**src/psl_pkg.sv**
```systemverilog
/*
  constants and helpers for the supply status and level register group:
  register offsets, status bit positions, field widths and reset values.
  assumes a byte-addressed avalon-mm slave with 32-bit data.
*/
package psl_pkg;

  // register byte offsets
  localparam logic [7:0] PSL_OFS_STATUS = 8'h30;
  localparam logic [7:0] PSL_OFS_CORE = 8'h34;
  localparam logic [7:0] PSL_OFS_PLL = 8'h40;
  localparam logic [7:0] PSL_OFS_IRQ_STAT = 8'h50;
  localparam logic [7:0] PSL_OFS_IRQ_MASK = 8'h54;

  // number of status indications and their bit positions in the status word
  localparam int PSL_NSTS = 7;
  localparam int PSL_BIT_OSC = 24;
  localparam int PSL_BIT_PLL_GOOD = 19;
  localparam int PSL_BIT_CORE_GOOD = 16;
  localparam int PSL_BIT_ANA_ILIM = 9;
  localparam int PSL_BIT_CORE_ILIM = 8;
  localparam int PSL_BIT_ANA_SS = 1;
  localparam int PSL_BIT_CORE_SS = 0;

  // index of each indication in the internal status vector
  localparam int PSL_IX_CORE_SS = 0;
  localparam int PSL_IX_ANA_SS = 1;
  localparam int PSL_IX_CORE_ILIM = 2;
  localparam int PSL_IX_ANA_ILIM = 3;
  localparam int PSL_IX_CORE_GOOD = 4;
  localparam int PSL_IX_PLL_GOOD = 5;
  localparam int PSL_IX_OSC = 6;

  // level field widths and values held until the straps are caught
  localparam int PSL_CORE_W = 7;
  localparam int PSL_PLL_W = 3;
  localparam logic [6:0] PSL_CORE_RST = 7'h00;
  localparam logic [2:0] PSL_PLL_RST = 3'h0;

  // cycles after reset release before the synchronised straps are loaded
  localparam logic [2:0] PSL_STRAP_WAIT = 3'h4;

  // spreads the internal status vector onto the status word layout
  function automatic logic [31:0] psl_place(input logic [6:0] v);
    logic [31:0] w;
    w = 32'h0000_0000;
    w[PSL_BIT_CORE_SS] = v[PSL_IX_CORE_SS];
    w[PSL_BIT_ANA_SS] = v[PSL_IX_ANA_SS];
    w[PSL_BIT_CORE_ILIM] = v[PSL_IX_CORE_ILIM];
    w[PSL_BIT_ANA_ILIM] = v[PSL_IX_ANA_ILIM];
    w[PSL_BIT_CORE_GOOD] = v[PSL_IX_CORE_GOOD];
    w[PSL_BIT_PLL_GOOD] = v[PSL_IX_PLL_GOOD];
    w[PSL_BIT_OSC] = v[PSL_IX_OSC];
    return w;
  endfunction

  // gathers a status-layout word back into the internal vector
  function automatic logic [6:0] psl_gather(input logic [31:0] w);
    logic [6:0] v;
    v = 7'h00;
    v[PSL_IX_CORE_SS] = w[PSL_BIT_CORE_SS];
    v[PSL_IX_ANA_SS] = w[PSL_BIT_ANA_SS];
    v[PSL_IX_CORE_ILIM] = w[PSL_BIT_CORE_ILIM];
    v[PSL_IX_ANA_ILIM] = w[PSL_BIT_ANA_ILIM];
    v[PSL_IX_CORE_GOOD] = w[PSL_BIT_CORE_GOOD];
    v[PSL_IX_PLL_GOOD] = w[PSL_BIT_PLL_GOOD];
    v[PSL_IX_OSC] = w[PSL_BIT_OSC];
    return v;
  endfunction

endpackage

```
**src/psl_sync.sv**
```systemverilog
/*
  three-stage synchroniser for a group of pin levels.
  assumes the levels change slowly compared with clk_i; a change is passed
  on only once the second and third stages agree.
*/
`timescale 1ns/1ps
`default_nettype none
module psl_sync #(
  parameter int W = 1
) (
  // clock and reset
  input wire logic clk_i,
  input wire logic arst_n_i,
  // levels
  input wire logic [W-1:0] pin_i,
  output logic [W-1:0] lvl_o
);

  logic [W-1:0] st1; // first stage, read only by st2
  logic [W-1:0] st2; // second stage
  logic [W-1:0] st3; // third stage

  // shift chain; the filtered output moves only where st2 and st3 agree
  always_ff @(posedge clk_i or negedge arst_n_i) begin
    if (!arst_n_i) begin
      st1 <= '0;
      st2 <= '0;
      st3 <= '0;
      lvl_o <= '0;
    end else begin
      st1 <= pin_i;
      st2 <= st1;
      st3 <= st2;
      lvl_o <= (st2 & st3) | (lvl_o & (st2 ^ st3));
    end
  end

endmodule
`default_nettype wire

```
**src/psl_irq.sv**
```systemverilog
/*
  sticky event flags with mask and one level interrupt.
  assumes events and the clear are single-cycle pulses on clk_i.
*/
`timescale 1ns/1ps
`default_nettype none
module psl_irq #(
  parameter int W = 7
) (
  // clock and reset
  input wire logic clk_i,
  input wire logic arst_n_i,
  // events and software control
  input wire logic [W-1:0] event_i,
  input wire logic clear_i,
  input wire logic [W-1:0] mask_i,
  // state and interrupt
  output logic [W-1:0] sticky_o,
  output logic irq_o
);

  // a set in the clearing cycle wins, so no event is lost
  always_ff @(posedge clk_i or negedge arst_n_i) begin
    if (!arst_n_i) begin
      sticky_o <= '0;
    end else if (clear_i) begin
      sticky_o <= event_i;
    end else begin
      sticky_o <= sticky_o | event_i;
    end
  end

  // registered interrupt level, one cycle behind the flags
  always_ff @(posedge clk_i or negedge arst_n_i) begin
    if (!arst_n_i) begin
      irq_o <= 1'b0;
    end else begin
      irq_o <= |(sticky_o & mask_i);
    end
  end

  irq_level_a: assert property (@(posedge clk_i) disable iff (!arst_n_i)
    irq_o == $past(|(sticky_o & mask_i)))
    else $error("interrupt level does not follow masked flags");

endmodule
`default_nettype wire

```
**src/psl_regs.sv**
```systemverilog
/*
  supply status and level register group behind an avalon-mm slave.
  assumes: status and strap pins are asynchronous levels; strap pins are
  stable around reset release; the master follows avalon waitrequest rules.
*/
// Functional notes
// - status bit 24 shows oscillator stable
// - bit 19 pll rail good, bit 16 core good
// - bits 9/8 show buck converter current limiting
// - bits 1/0 show buck converter soft-start
// - core level field bits 6:0, 10 mV steps
// - core level resets from strap pins
// - pll level field bits 2:0, strap reset
`timescale 1ns/1ps
`default_nettype none
module psl_regs
  import psl_pkg::*;
(
  // clock and reset
  input wire logic clk_i,
  input wire logic arst_n_i,
  // avalon-mm slave
  input wire logic [7:0] avs_address_i,
  input wire logic avs_read_i,
  input wire logic avs_write_i,
  input wire logic [31:0] avs_writedata_i,
  input wire logic [3:0] avs_byteenable_i,
  output logic [31:0] avs_readdata_o,
  output logic avs_waitrequest_o,
  // supply status pins
  input wire logic osc_stable_i,
  input wire logic pll_supply_rail_good_i,
  input wire logic core_supply_rail_good_i,
  input wire logic analog_buck_converter_ilim_i,
  input wire logic core_buck_converter_ilim_i,
  input wire logic analog_buck_converter_ss_i,
  input wire logic core_buck_converter_ss_i,
  // strap pins
  input wire logic [6:0] core_level_strap_i,
  input wire logic [2:0] pll_level_strap_i,
  // level outputs to the regulators
  output logic [6:0] core_level_o,
  output logic [2:0] pll_level_o,
  // interrupt
  output logic irq_o
);

  typedef enum logic [1:0] {
    PSL_ST_STRAP,
    PSL_ST_IDLE,
    PSL_ST_ACK
  } psl_state_t;

  psl_state_t state; // bus slave state
  psl_state_t next_state; // its next value
  logic [6:0] sts_raw; // status pins gathered
  logic [6:0] sts_q; // synchronised status
  logic [6:0] sts_prev; // status one cycle ago
  logic [6:0] sts_evt; // any change of a status line
  logic [9:0] strap_raw; // strap pins gathered
  logic [9:0] strap_s; // synchronised straps
  logic [2:0] strap_cnt; // cycles since reset release
  logic strap_load; // straps are caught this cycle
  logic req; // read or write requested
  logic take; // request is taken this cycle
  logic rd_take; // read taken this cycle
  logic wr_do; // write takes effect this cycle
  logic [31:0] next_rdata; // read data mux
  logic [6:0] irq_mask; // interrupt mask
  logic [6:0] irq_sticky; // sticky event flags
  logic irq_clear; // read of the event register

  // gather pins into the internal status order
  always_comb begin
    sts_raw = 7'h00;
    sts_raw[PSL_IX_OSC] = osc_stable_i;
    sts_raw[PSL_IX_PLL_GOOD] = pll_supply_rail_good_i;
    sts_raw[PSL_IX_CORE_GOOD] = core_supply_rail_good_i;
    sts_raw[PSL_IX_ANA_ILIM] = analog_buck_converter_ilim_i;
    sts_raw[PSL_IX_CORE_ILIM] = core_buck_converter_ilim_i;
    sts_raw[PSL_IX_ANA_SS] = analog_buck_converter_ss_i;
    sts_raw[PSL_IX_CORE_SS] = core_buck_converter_ss_i;
  end

  assign strap_raw = {core_level_strap_i, pll_level_strap_i};

  // status pins come from the analog side, so they are synchronised
  psl_sync #(
    .W(7)
  ) u_sts_sync (
    .clk_i(clk_i),
    .arst_n_i(arst_n_i),
    .pin_i(sts_raw),
    .lvl_o(sts_q)
  );

  // straps too; they cannot be caught by the asynchronous reset itself
  psl_sync #(
    .W(10)
  ) u_strap_sync (
    .clk_i(clk_i),
    .arst_n_i(arst_n_i),
    .pin_i(strap_raw),
    .lvl_o(strap_s)
  );

  // wait until the strap values have passed the synchroniser
  always_ff @(posedge clk_i or negedge arst_n_i) begin
    if (!arst_n_i) begin
      strap_cnt <= 3'h0;
    end else if (strap_cnt != PSL_STRAP_WAIT) begin
      strap_cnt <= strap_cnt + 3'h1;
    end
  end

  assign strap_load = (state == PSL_ST_STRAP) && (strap_cnt == PSL_STRAP_WAIT);

  // change detection feeding the event flags
  always_ff @(posedge clk_i or negedge arst_n_i) begin
    if (!arst_n_i) begin
      sts_prev <= 7'h00;
    end else begin
      sts_prev <= sts_q;
    end
  end

  assign sts_evt = sts_q ^ sts_prev;

  // bus handshake decode
  assign req = avs_read_i | avs_write_i;
  assign take = req && (state == PSL_ST_IDLE);
  assign rd_take = take && avs_read_i;
  assign wr_do = avs_write_i && (state == PSL_ST_ACK);
  assign irq_clear = rd_take && (avs_address_i == PSL_OFS_IRQ_STAT);

  // slave state: held busy until straps land, so no write is overwritten
  always_comb begin
    next_state = state;
    case (state)
      PSL_ST_STRAP: begin
        if (strap_load) begin
          next_state = PSL_ST_IDLE;
        end
      end
      PSL_ST_IDLE: begin
        if (req) begin
          next_state = PSL_ST_ACK;
        end
      end
      PSL_ST_ACK: begin
        next_state = PSL_ST_IDLE;
      end
      default: begin
        next_state = PSL_ST_IDLE;
      end
    endcase
  end

  always_ff @(posedge clk_i or negedge arst_n_i) begin
    if (!arst_n_i) begin
      state <= PSL_ST_STRAP;
    end else begin
      state <= next_state;
    end
  end

  // waitrequest drops for exactly the cycle in which the answer stands
  always_ff @(posedge clk_i or negedge arst_n_i) begin
    if (!arst_n_i) begin
      avs_waitrequest_o <= 1'b1;
    end else begin
      avs_waitrequest_o <= (next_state != PSL_ST_ACK);
    end
  end

  // read data mux; unmapped offsets and reserved bits read zero
  always_comb begin
    next_rdata = 32'h0000_0000;
    case (avs_address_i)
      PSL_OFS_STATUS: begin
        next_rdata = psl_place(sts_q);
      end
      PSL_OFS_CORE: begin
        next_rdata = {25'h0, core_level_o};
      end
      PSL_OFS_PLL: begin
        next_rdata = {29'h0, pll_level_o};
      end
      PSL_OFS_IRQ_STAT: begin
        next_rdata = psl_place(irq_sticky);
      end
      PSL_OFS_IRQ_MASK: begin
        next_rdata = psl_place(irq_mask);
      end
      default: begin
        next_rdata = 32'h0000_0000;
      end
    endcase
  end

  // read data captured when the request is taken, stands one cycle on
  always_ff @(posedge clk_i or negedge arst_n_i) begin
    if (!arst_n_i) begin
      avs_readdata_o <= 32'h0000_0000;
    end else if (rd_take) begin
      avs_readdata_o <= next_rdata;
    end
  end

  // core level: strap value at start-up, then software writes
  always_ff @(posedge clk_i or negedge arst_n_i) begin
    if (!arst_n_i) begin
      core_level_o <= PSL_CORE_RST;
    end else if (strap_load) begin
      core_level_o <= strap_s[9:3];
    end else if (wr_do && avs_address_i == PSL_OFS_CORE && avs_byteenable_i[0]) begin
      // no slew limit here: stepping slowly is left to software
      core_level_o <= avs_writedata_i[6:0];
    end
  end

  // pll level: codes above 6 are stored as written, the regulator decides
  always_ff @(posedge clk_i or negedge arst_n_i) begin
    if (!arst_n_i) begin
      pll_level_o <= PSL_PLL_RST;
    end else if (strap_load) begin
      pll_level_o <= strap_s[2:0];
    end else if (wr_do && avs_address_i == PSL_OFS_PLL && avs_byteenable_i[0]) begin
      pll_level_o <= avs_writedata_i[2:0];
    end
  end

  // interrupt mask, same layout as the status word
  always_ff @(posedge clk_i or negedge arst_n_i) begin
    if (!arst_n_i) begin
      irq_mask <= 7'h00;
    end else if (wr_do && avs_address_i == PSL_OFS_IRQ_MASK) begin
      irq_mask <= psl_gather(avs_writedata_i & {{8{avs_byteenable_i[3]}},
        {8{avs_byteenable_i[2]}}, {8{avs_byteenable_i[1]}},
        {8{avs_byteenable_i[0]}}}) | (irq_mask & ~psl_gather({{8{avs_byteenable_i[3]}},
        {8{avs_byteenable_i[2]}}, {8{avs_byteenable_i[1]}},
        {8{avs_byteenable_i[0]}}}));
    end
  end

  // event flags; reading the event register clears them
  psl_irq #(
    .W(7)
  ) u_irq (
    .clk_i(clk_i),
    .arst_n_i(arst_n_i),
    .event_i(sts_evt),
    .clear_i(irq_clear),
    .mask_i(irq_mask),
    .sticky_o(irq_sticky),
    .irq_o(irq_o)
  );

  // status bits on a read of the status word
  osc_bit_a: assert property (@(posedge clk_i) disable iff (!arst_n_i)
    (rd_take && avs_address_i == PSL_OFS_STATUS)
    |=> avs_readdata_o[24] == $past(sts_q[PSL_IX_OSC]))
    else $error("oscillator bit wrong in status word");

  rail_good_a: assert property (@(posedge clk_i) disable iff (!arst_n_i)
    (rd_take && avs_address_i == PSL_OFS_STATUS)
    |=> avs_readdata_o[19] == $past(sts_q[PSL_IX_PLL_GOOD])
    && avs_readdata_o[16] == $past(sts_q[PSL_IX_CORE_GOOD]))
    else $error("supply good bits wrong in status word");

  ilim_bits_a: assert property (@(posedge clk_i) disable iff (!arst_n_i)
    (rd_take && avs_address_i == PSL_OFS_STATUS)
    |=> avs_readdata_o[9:8] == $past({sts_q[PSL_IX_ANA_ILIM], sts_q[PSL_IX_CORE_ILIM]}))
    else $error("current limit bits wrong in status word");

  soft_start_a: assert property (@(posedge clk_i) disable iff (!arst_n_i)
    (rd_take && avs_address_i == PSL_OFS_STATUS)
    |=> avs_readdata_o[1:0] == $past({sts_q[PSL_IX_ANA_SS], sts_q[PSL_IX_CORE_SS]})
    && avs_readdata_o[7:2] == 6'h00)
    else $error("soft-start bits wrong in status word");

  core_write_a: assert property (@(posedge clk_i) disable iff (!arst_n_i)
    (wr_do && avs_address_i == PSL_OFS_CORE && avs_byteenable_i[0])
    |=> core_level_o == $past(avs_writedata_i[6:0]))
    else $error("core level write not stored");

  core_strap_a: assert property (@(posedge clk_i) disable iff (!arst_n_i)
    strap_load |=> core_level_o == $past(strap_s[9:3]) && !avs_waitrequest_o == 1'b0)
    else $error("core level not loaded from straps");

  pll_level_a: assert property (@(posedge clk_i) disable iff (!arst_n_i)
    (strap_load || (wr_do && avs_address_i == PSL_OFS_PLL && avs_byteenable_i[0]))
    |=> pll_level_o == $past(strap_load ? strap_s[2:0] : avs_writedata_i[2:0]))
    else $error("pll level not loaded");

  ro_write_a: assert property (@(posedge clk_i) disable iff (!arst_n_i)
    (wr_do && (avs_address_i == PSL_OFS_STATUS || avs_address_i == PSL_OFS_IRQ_STAT))
    |=> $stable(core_level_o) && $stable(pll_level_o) && $stable(irq_mask))
    else $error("write to read-only register changed state");

  rsvd_zero_a: assert property (@(posedge clk_i) disable iff (!arst_n_i)
    (rd_take && (avs_address_i == PSL_OFS_CORE || avs_address_i == PSL_OFS_PLL))
    |=> avs_readdata_o[31:7] == 25'h0 && (avs_readdata_o[6:3] == 4'h0
    || $past(avs_address_i) == PSL_OFS_CORE))
    else $error("reserved level bits not zero");

  bus_answer_a: assert property (@(posedge clk_i) disable iff (!arst_n_i)
    (req && state == PSL_ST_IDLE) |=> !avs_waitrequest_o ##1 avs_waitrequest_o)
    else $error("bus answer not one cycle after request");

  // reading the event register empties it, apart from changes landing alongside
  evt_clear_a: assert property (@(posedge clk_i) disable iff (!arst_n_i)
    irq_clear |=> irq_sticky == $past(sts_evt))
    else $error("event flags not cleared by read");

  // a change always leaves its flag set, even in a clearing cycle
  evt_set_a: assert property (@(posedge clk_i) disable iff (!arst_n_i)
    (sts_evt != 7'h00) |=> (irq_sticky & $past(sts_evt)) == $past(sts_evt))
    else $error("status change did not set its event flag");

  // no answer before the straps land, so an early write cannot be lost
  strap_busy_a: assert property (@(posedge clk_i) disable iff (!arst_n_i)
    (state == PSL_ST_STRAP) |-> avs_waitrequest_o)
    else $error("bus answered before straps were loaded");

  // the core field sits in byte 0, so a write without it changes nothing
  core_be_a: assert property (@(posedge clk_i) disable iff (!arst_n_i)
    (wr_do && avs_address_i == PSL_OFS_CORE && !avs_byteenable_i[0]) |=> $stable(core_level_o))
    else $error("core level changed without byte 0 enabled");

  // the mask keeps only the seven status positions, the rest reads zero
  mask_rsvd_a: assert property (@(posedge clk_i) disable iff (!arst_n_i)
    (rd_take && avs_address_i == PSL_OFS_IRQ_MASK)
    |=> (avs_readdata_o & ~32'h0109_0303) == 32'h0000_0000)
    else $error("mask register shows reserved bits");

  // unmapped offsets answer with zero so software never sees stale data
  unmapped_zero_a: assert property (@(posedge clk_i) disable iff (!arst_n_i)
    (rd_take && avs_address_i != PSL_OFS_STATUS && avs_address_i != PSL_OFS_CORE
    && avs_address_i != PSL_OFS_PLL && avs_address_i != PSL_OFS_IRQ_STAT
    && avs_address_i != PSL_OFS_IRQ_MASK) |=> avs_readdata_o == 32'h0000_0000)
    else $error("unmapped offset read not zero");

endmodule
`default_nettype wire

```
**config.mk**
```make
export PLATFORM = sky130hd
export DESIGN_NAME = psl_regs
export DESIGN_NICKNAME = d
export VERILOG_FILES = /design/src/psl_pkg.sv /design/src/psl_sync.sv /design/src/psl_irq.sv /design/src/psl_regs.sv
export SDC_FILE = /design/constraint.sdc
export NUM_CORES = 1
export LEC_CHECK = 0
export BUFFER_PORTS_ARGS = -buffer_cell sky130_fd_sc_hd__buf_2
export CAP_MARGIN = 20
export CORE_MARGIN = 5
export CORE_UTILIZATION = 38
export DETAILED_ROUTE_END_ITERATION = 12
export GPL_TIMING_DRIVEN = 0
export PLACE_DENSITY = 0.61
export REMOVE_ABC_BUFFERS = 1
export SLEW_MARGIN = 5
export SYNTH_ARGS = -nofsm -noshare
export SYNTH_HDL_FRONTEND = slang
export SYNTH_SLANG_ARGS = --single-unit
```
**constraint.sdc**
```tcl
create_clock -name clk_i -period 1.9 [get_ports clk_i]
set_input_delay 0.475 -clock clk_i [delete_from_list [all_inputs] [get_ports clk_i]]
set_output_delay 0.475 -clock clk_i [all_outputs]
set_load 0.05 [all_outputs]
```
==> results of run 1 <==
-- area by class of cell --
cell class / count / area, um2
repair buffers: 73 / 407
multi-input cells: 190 / 1440
inverters: 3 / 11.3
fillers: 1037 / 5890
flip-flops and latches: 118 / 2950
clock inverters: 10 / 145
clock buffers: 22 / 484
well taps: 143 / 179
-- state kept, by name, indices dropped and copies added (netlist names), 10 cells and up, named ones only --
register and cells:
avs_readdata_o 12, u_strap_sync.st2 10, u_strap_sync.st1 10, u_strap_sync.st3 10, u_strap_sync.lvl_o 10
-- cells in the mapped netlist (2+ instances only) --
cell type / instances
nor2_1: 16
o21ai_0: 6
xor2_1: 7
clkbuf_1: 4
a211o_1: 2
mux2_2: 3
dfrtp_1: 117
a31oi_1: 2
buf_4: 21
inv_1: 3
nand3_1: 11
mux2_4: 5
nand2_2: 2
nand2_1: 6
nor2b_1: 4
a21oi_1: 14
nand3b_1: 4
a22o_1: 12
a21o_1: 24
a22oi_1: 7
ha_1: 19
mux2i_1: 10
-- power by group --
group / switching, mW / internal (mW) / total [mW]
sequential: 0.179 / 2.80 / 2.98
clock: 1.08 / 2.20 / 3.28
combinational: 0.988 / 0.370 / 1.36
-- cell families after synthesis --
kind of cell,after synthesis,share of synthesized area (%)
buffers and inverters,30,4.43
adder cells (fa/ha/maj),19,5.26
AND/OR/NAND/NOR,55,7.72
AO/OA/AOI/OAI,70,11.0
XOR/XNOR,8,1.55
flip-flops,118,65.3
multiplexers,18,4.62
other,1,0.0830
-- per-layer routing --
metal	part of all wire, %	up-vias
met4	2.1	0
li1	-	1280
met2	51	59
met5	0	-
met3	5.3	11
met1	41	1326
-- how the worst max path moves through the flow --
stage                                startpoint                        endpoint  slack (ps)  cells past startpoint
global placement                       arst_n_i     u_sts_sync.st3[0]$_DFF_PN0_       -1070                      1
floorplan                      avs_address_i[7]                            flop         300                      4
global route        avs_waitrequest_o$_DFF_PN1_               avs_waitrequest_o         220                      1
finish              avs_waitrequest_o$_DFF_PN1_               avs_waitrequest_o         260                      1
detailed placement                   avs_read_i  avs_readdata_o[16]$_DFFE_PN0P_        -280                      5
CTS                    strap_cnt[0]$_DFFE_PN0P_     core_level_o[6]$_DFFE_PN0P_         210                      5
-- timing repair --
| item | CTS | global route |
|---|---|---|
| hold endpoints to repair | 27 | 0 |
| buffers inserted | 3 | 0 |
| hold buffers | 1 | 0 |
| resized for setup | 0 | 1 |
| setup endpoints to repair | 13 | 3 |
-- stage by stage --
| stage | total power [mW] | setup slack (ps) |
|---|---|---|
| 2_1_floorplan | 3.93 | 298 |
| 3_3_place_gp | 4.33 | -1070 |
| 3_5_place_dp | 4.36 | -285 |
| 4_1_cts | 7.74 | 210 |
| 5_1_grt | 8.02 | 222 |
| 6_report | 7.62 | 261 |
==> summary.txt, run 1 <==
Worst hold path
  – Hold Path Sink: u_strap_sync.st1[1]$_DFF_PN0_
  – HP Class: in -> reg
  – Worst Hold Launch: pll_level_strap_i[1]
  – Cell count of the worst hold path: 1

Global routing
  – Met1 usage: 15.4%
  – First-pass GRT wire length: 14.3 mm
  – M2 GR Usage: 21.0%
  – Antenna violations before repair: 0
  – GRT Total Usage: 13.2%
  – Routing usage on met3: 5.17%
  – Largest net degree at the start of global routing: 91
  – Vias in the first global route: 2828
  – Grt total ovfl: 0
  – Grt peak-use layer: met2

Clock network
  – Htree depth: 4
  – Clock-pin slew on the worst setup and hold paths: 50 ps
  – Clock Sink Count: 118
  – CTS tree: done
  – CTS Buf Count: 17
  – Clock Tree Root: clkbuf_16
  – Clock latency on the worst-skew pair: 410 ps
  – Clk buf depth: 2

Routing
  – Post-DRT Antenna Nets: 0
  – Wire per inst: 15.3 um
  – WL final: 8.53 mm
  – DR vias/cell: 4.79
  – 1st-iter DRT viols: 181
  – Drt first pass iters: 4
  – Routed via count: 2676
  – DR DRC count: 0

Logic synthesis
  – Biggest area consumer among synthesized cells: dfrtp_1
  – Netlist Area Pre-Place: 4520 um2
  – Gate Count Post-Synth: 319
  – Synth Warn #: 0
  – Avg Inst Size Synth: 14.2 um2
  – Synth top area cells: dfrtp_1, ha_1, a21o_1
  – Top FF cell, synth: dfrtp_1
  – Synth Register Bits: 118
  – Top-area cell type share of the netlist area: 64.8%
  – Number of synthesized flops with an enable pin: 0
  – Post-synth cell types: 42
  – Async set-reset flop share out of synthesis: 100%
  – Share of the yosys chip area belonging to registers: 65.3%

Place
  – IO buf count: 68
  – RePlAce Congestion: 0.746
  – Detailed Place HPWL: 5.90 mm
  – Post-Place Cells: 523
  – Placement Cell Area: 4960 um2

Worst setup path
  – CP Class: reg -> out
  – Crit-path max FO: 1
  – WP data required: 1420 ps
  – Buf/Inv on CP: 1
  – Worst flop-to-flop path startpoint: state[1]$_DFF_PN0_
  – Slowest stage delay, CP: 510 ps
  – Crit path launch type: flop
  – Reg-to-Reg End: avs_readdata_o[16]$_DFFE_PN0P_
  – Crit-path slowest cell: dfstp_2
  – Critical path, cell by cell: buf_2
  – Family with the most delay on the worst path: flip-flops
  – R2R cell count: 4
  – Worst EP arrival: 1160 ps
  – Reg-to-reg slack, setup: 320 ps
  – Critical Path End Type: primary output

Timing
  – Final worst path period share: 86.3%
  – Fin crit period: 1640 ps
  – Final setup vio count: 0
  – Post-route setup TNS: 0 ps
  – Final hold vios: 0
  – Final Max Tran Viols: 0
  – Clock skew: 5.77 ps
  – Max Fclk: 610 MHz
  – Hold Slack: 168 ps
  – Max transition margin: 63.4%
  – RSZ-0062 raised after global routing: no
  – Worst Tran Pin Value: 544 ps

Power and ir drop
  – Power Dens Cells: 1360 nW/um2
  – LEAKAGE: 2.81 nW
  – Worst IR Drop VDD: 0.000542 V

Floorplan
  – Initial Util: 39.3%
  – Core box area: 11500 um2
  – Die height: 119 um
  – Die width: 119 um
  – Site row count: 39
  – I/O pins: 109
  – Die area: 14200 um2

Final layout
  – Cell area after layout: 5620 um2
  – Area growth from synthesis to layout: 24.4%
  – Nets: 487
  – Share of layout cells above drive strength 1: 29.3%
  – Most common cell after layout, fill and taps aside: dfrtp_1
  – Most frequent cells in the layout: dfrtp_1, buf_2, a21o_1
  – Finished Core Util: 48.8%
  – Diodes inserted: 0
  – Finished Layout Cells: 559

Outcome
  – Status: complete, no violations

Job
  – Max Cap Viol: 0
(Power assumes the default switching activity.)
==> run 2: changes to the inputs <==
--- a/config.mk
+++ b/config.mk
@@ -16,4 +16,5 @@
 export SLEW_MARGIN = 5
 export SYNTH_ARGS = -nofsm -noshare
 export SYNTH_HDL_FRONTEND = slang
+export SYNTH_HIERARCHICAL = 1
 export SYNTH_SLANG_ARGS = --single-unit
==> run 2 against run 1 <==
Net effect:
- sequential power about the same
- combinational power about the same
- first-iteration DRC count down 52%
- fmax down 8.8%
- core utilization up 0.098 points
- clock skew up 4.1 ps
- total power down 0.16%
- setup slack worse by 160 ps
- via count up 1.9%
- non-clock buffer count up 2
- largest power group unchanged
- highest routed layer unchanged
==> summary.txt, run 2 <==
Logic synthesis
  – Biggest area consumer among synthesized cells: dfrtp_1
  – Count leader, synth: dfrtp_1
  – Post-synth cell types: 43
  – Async set-reset flop share out of synthesis: 100%
  – Netlist Area Pre-Place: 4490 um2
  – Share of the yosys chip area belonging to registers: 65.7%
  – Synth Warn #: 6
  – Avg Inst Size Synth: 13.8 um2
  – Number of synthesized flops with an enable pin: 0
  – Synth top area cells: dfrtp_1, ha_1, a21o_1
  – Top FF cell, synth: dfrtp_1
  – Synth cell count leaders: dfrtp_1, a21o_1, nand2_1
  – Gate Count Post-Synth: 326
  – Top-area cell type share of the netlist area: 65.1%
  – Synth Register Bits: 118

Final layout
  – Share of layout cells above drive strength 1: 27.8%
  – Largest register FFs: 12
  – Largest register by flop count: avs_readdata_o
  – Most frequent cells in the layout: dfrtp_1, buf_2, a21o_1
  – Area growth from synthesis to layout: 25.4%
  – Finished Core Util: 48.9%
  – Most common cell after layout, fill and taps aside: dfrtp_1
  – Nets: 496

Timing
  – RSZ-0062 raised after global routing: no
  – Max transition margin: 56.4%
  – Clock skew: 9.90 ps
  – Final Max Tran Viols: 0
  – Max Fclk: 556 MHz
  – Post-route setup TNS: 0 ps
  – Final worst path period share: 94.6%
  – Final setup vio count: 0
  – Final hold vios: 0
  – Fin crit period: 1800 ps
  – Worst Tran Pin Value: 649 ps

Floorplan
  – Initial Util: 39.0%
  – I/O pins: 109
  – Die area: 14100 um2
  – Core box area: 11500 um2
  – Site row count: 39
  – Die width: 119 um
  – Die height: 119 um

Global routing
  – Largest net degree at the start of global routing: 74
  – Vias in the first global route: 2840
  – First-pass GRT wire length: 14.4 mm
  – GRT Total Usage: 12.9%
  – Grt total ovfl: 0
  – Antenna violations before repair: 1

Routing
  – DR DRC count: 0
  – WL final: 8.66 mm
  – Wire per inst: 15.2 um
  – DR vias/cell: 4.79
  – Post-DRT Antenna Nets: 0
  – Routed via count: 2726
  – 1st-iter DRT viols: 86
  – Drt first pass iters: 4

Worst setup path
  – Critical Path End Type: flop
  – R2R cell count: 5
  – Crit-path slowest cell: dfrtp_1
  – Cell count along the critical path: 5
  – Buf/Inv on CP: 2
  – Worst flop-to-flop path startpoint: state[1]$_DFF_PN0_
  – Reg-to-reg slack, setup: 100 ps
  – Critical path, cell by cell: nand3b_1 > buf_4 > nor4bb_1 > inv_2 > a21o_1
  – Reg-to-Reg End: u_irq/sticky_o[4]$_DFF_PN0_
  – Worst EP arrival: 2080 ps
  – Crit path launch type: flop
  – Slowest stage delay, CP: 450 ps
  – CP Class: reg -> reg
  – WP data required: 2180 ps
  – Family with the most delay on the worst path: simple AND/OR/NAND/NOR gates
  – Crit-path max FO: 16

Clock network
  – CTS tree: done
  – CTS Hold Bufs: 0
  – Clk buf depth: 2
  – Clock Tree Root: clkbuf_16
  – Clock-pin slew on the worst setup and hold paths: 50 ps
  – Clock Sink Count: 118
  – Htree depth: 4
  – Clock latency on the worst-skew pair: 400 ps
  – CTS Buf Count: 17

Place
  – Detailed Place HPWL: 6.09 mm
  – IO buf count: 68
  – RePlAce Congestion: 0.792

Worst hold path
  – HP Class: in -> async

Power and ir drop
  – LEAKAGE: 2.78 nW
  – Worst IR Drop VDD: 0.000708 V
  – Total power: 7.61 mW
  – Power Dens Cells: 1350 nW/um2

Job
  – Max Cap Viol: 0

Outcome
  – Status: complete, no violations
run 2: changes by cell type in the layout (fill, tap and decap cells not counted), moves of 5 or more:
cell     change
a21oi_1      -8
nor2_1       -6
mux2_4       -5
o21ai_0     +10
nand2_1     +16
a22o_1       -5
run 2: kinds of logic (layout without fill, tap and decap cells):
kind of cell	after synthesis	count (layout)	share of synthesized area, %
DFF	118	118	65.7
AOI/OAI and AO/OA	69	69	10.6
and+or+nand+nor	60	60	7.60
buffers and inverters	31	111	4.45
muxes	20	20	4.68
adders and majority gates	19	19	5.29
xor gates and xnor gates	8	8	1.56
other	1	21	0.0834
run 2: cell type report:
| class | instances | area [um2] |
|---|---|---|
| multi-input cells | 196 | 1460 |
| inverters | 4 | 15.0 |
| fillers | 1012 | 5880 |
| flip-flops and latches | 118 | 2950 |
| clock buffers | 24 | 492 |
| repair buffers | 75 | 414 |
| well taps | 143 | 179 |
| diodes | 1 | 2.50 |
| clock inverters | 8 | 120 |
run 2: metrics by stage:
stage	setup WS, ps	hold WS, ps	instance area (um2)	std cells
finish	103	5.86	5630	569
global route	40.6	29.7	5630	569
CTS	19.2	7.48	5590	565
detailed placement	-533	335	4950	532
global placement	-1580	334	4900	529
floorplan	-708	179	4380	318
run 2: repair_timing:
action	in CTS	in global routing
buffers inserted	1	3
setup endpoints to repair	27	18
gates resized for setup	3	3
pin swaps	1	0
run 2: worst max-delay path by stage:
stage / start / endpoint / slack [ps]
final: state[1]$_DFF_PN0_ / u_irq/sticky_o[4]$_DFF_PN0_ / 100
after global routing: state[1]$_DFF_PN0_ / u_irq/sticky_o[4]$_DFF_PN0_ / 40
after CTS: strap_cnt[0]$_DFFE_PN0P_ / core_level_o[3]$_DFFE_PN0P_ / 20
after detailed placement: avs_address_i[2] / pll_level_o[2]$_DFFE_PN0P_ / -530
after global placement: strap_cnt[0]$_DFFE_PN0P_ / core_level_o[2]$_DFFE_PN0P_ / -1580
after floorplan: strap_cnt[0]$_DFFE_PN0P_ / core_level_o[0]$_DFFE_PN0P_ / -710
run 2: worst reg2reg max path: stages, from the launching register on:
cell	delay, ps
dfrtp_1	450
nand3b_1	290
buf_4	260
nor4bb_1	340
inv_2	150
a21o_1	200
run 2: power breakdown:
group,internal [mW],leakage [nW],switching [mW],total [mW]
registers,2.78,1.42,0.202,2.98
clock network,2.20,0.296,1.04,3.24
logic,0.423,1.07,0.959,1.38
total,5.40,2.78,2.21,7.61
run 2: routing by layer:
layer | routed length, um | track usage (%) | up-vias | share of wire [%]
met5 | 0 | 0 | - | 0
met4 | 103 | 5.21 | 0 | 1.2
met3 | 522 | 4.49 | 8 | 6.0
met2 | 4190 | 20.1 | 65 | 48
met1 | 3840 | 16.6 | 1355 | 44
li1 | - | - | 1298 | -
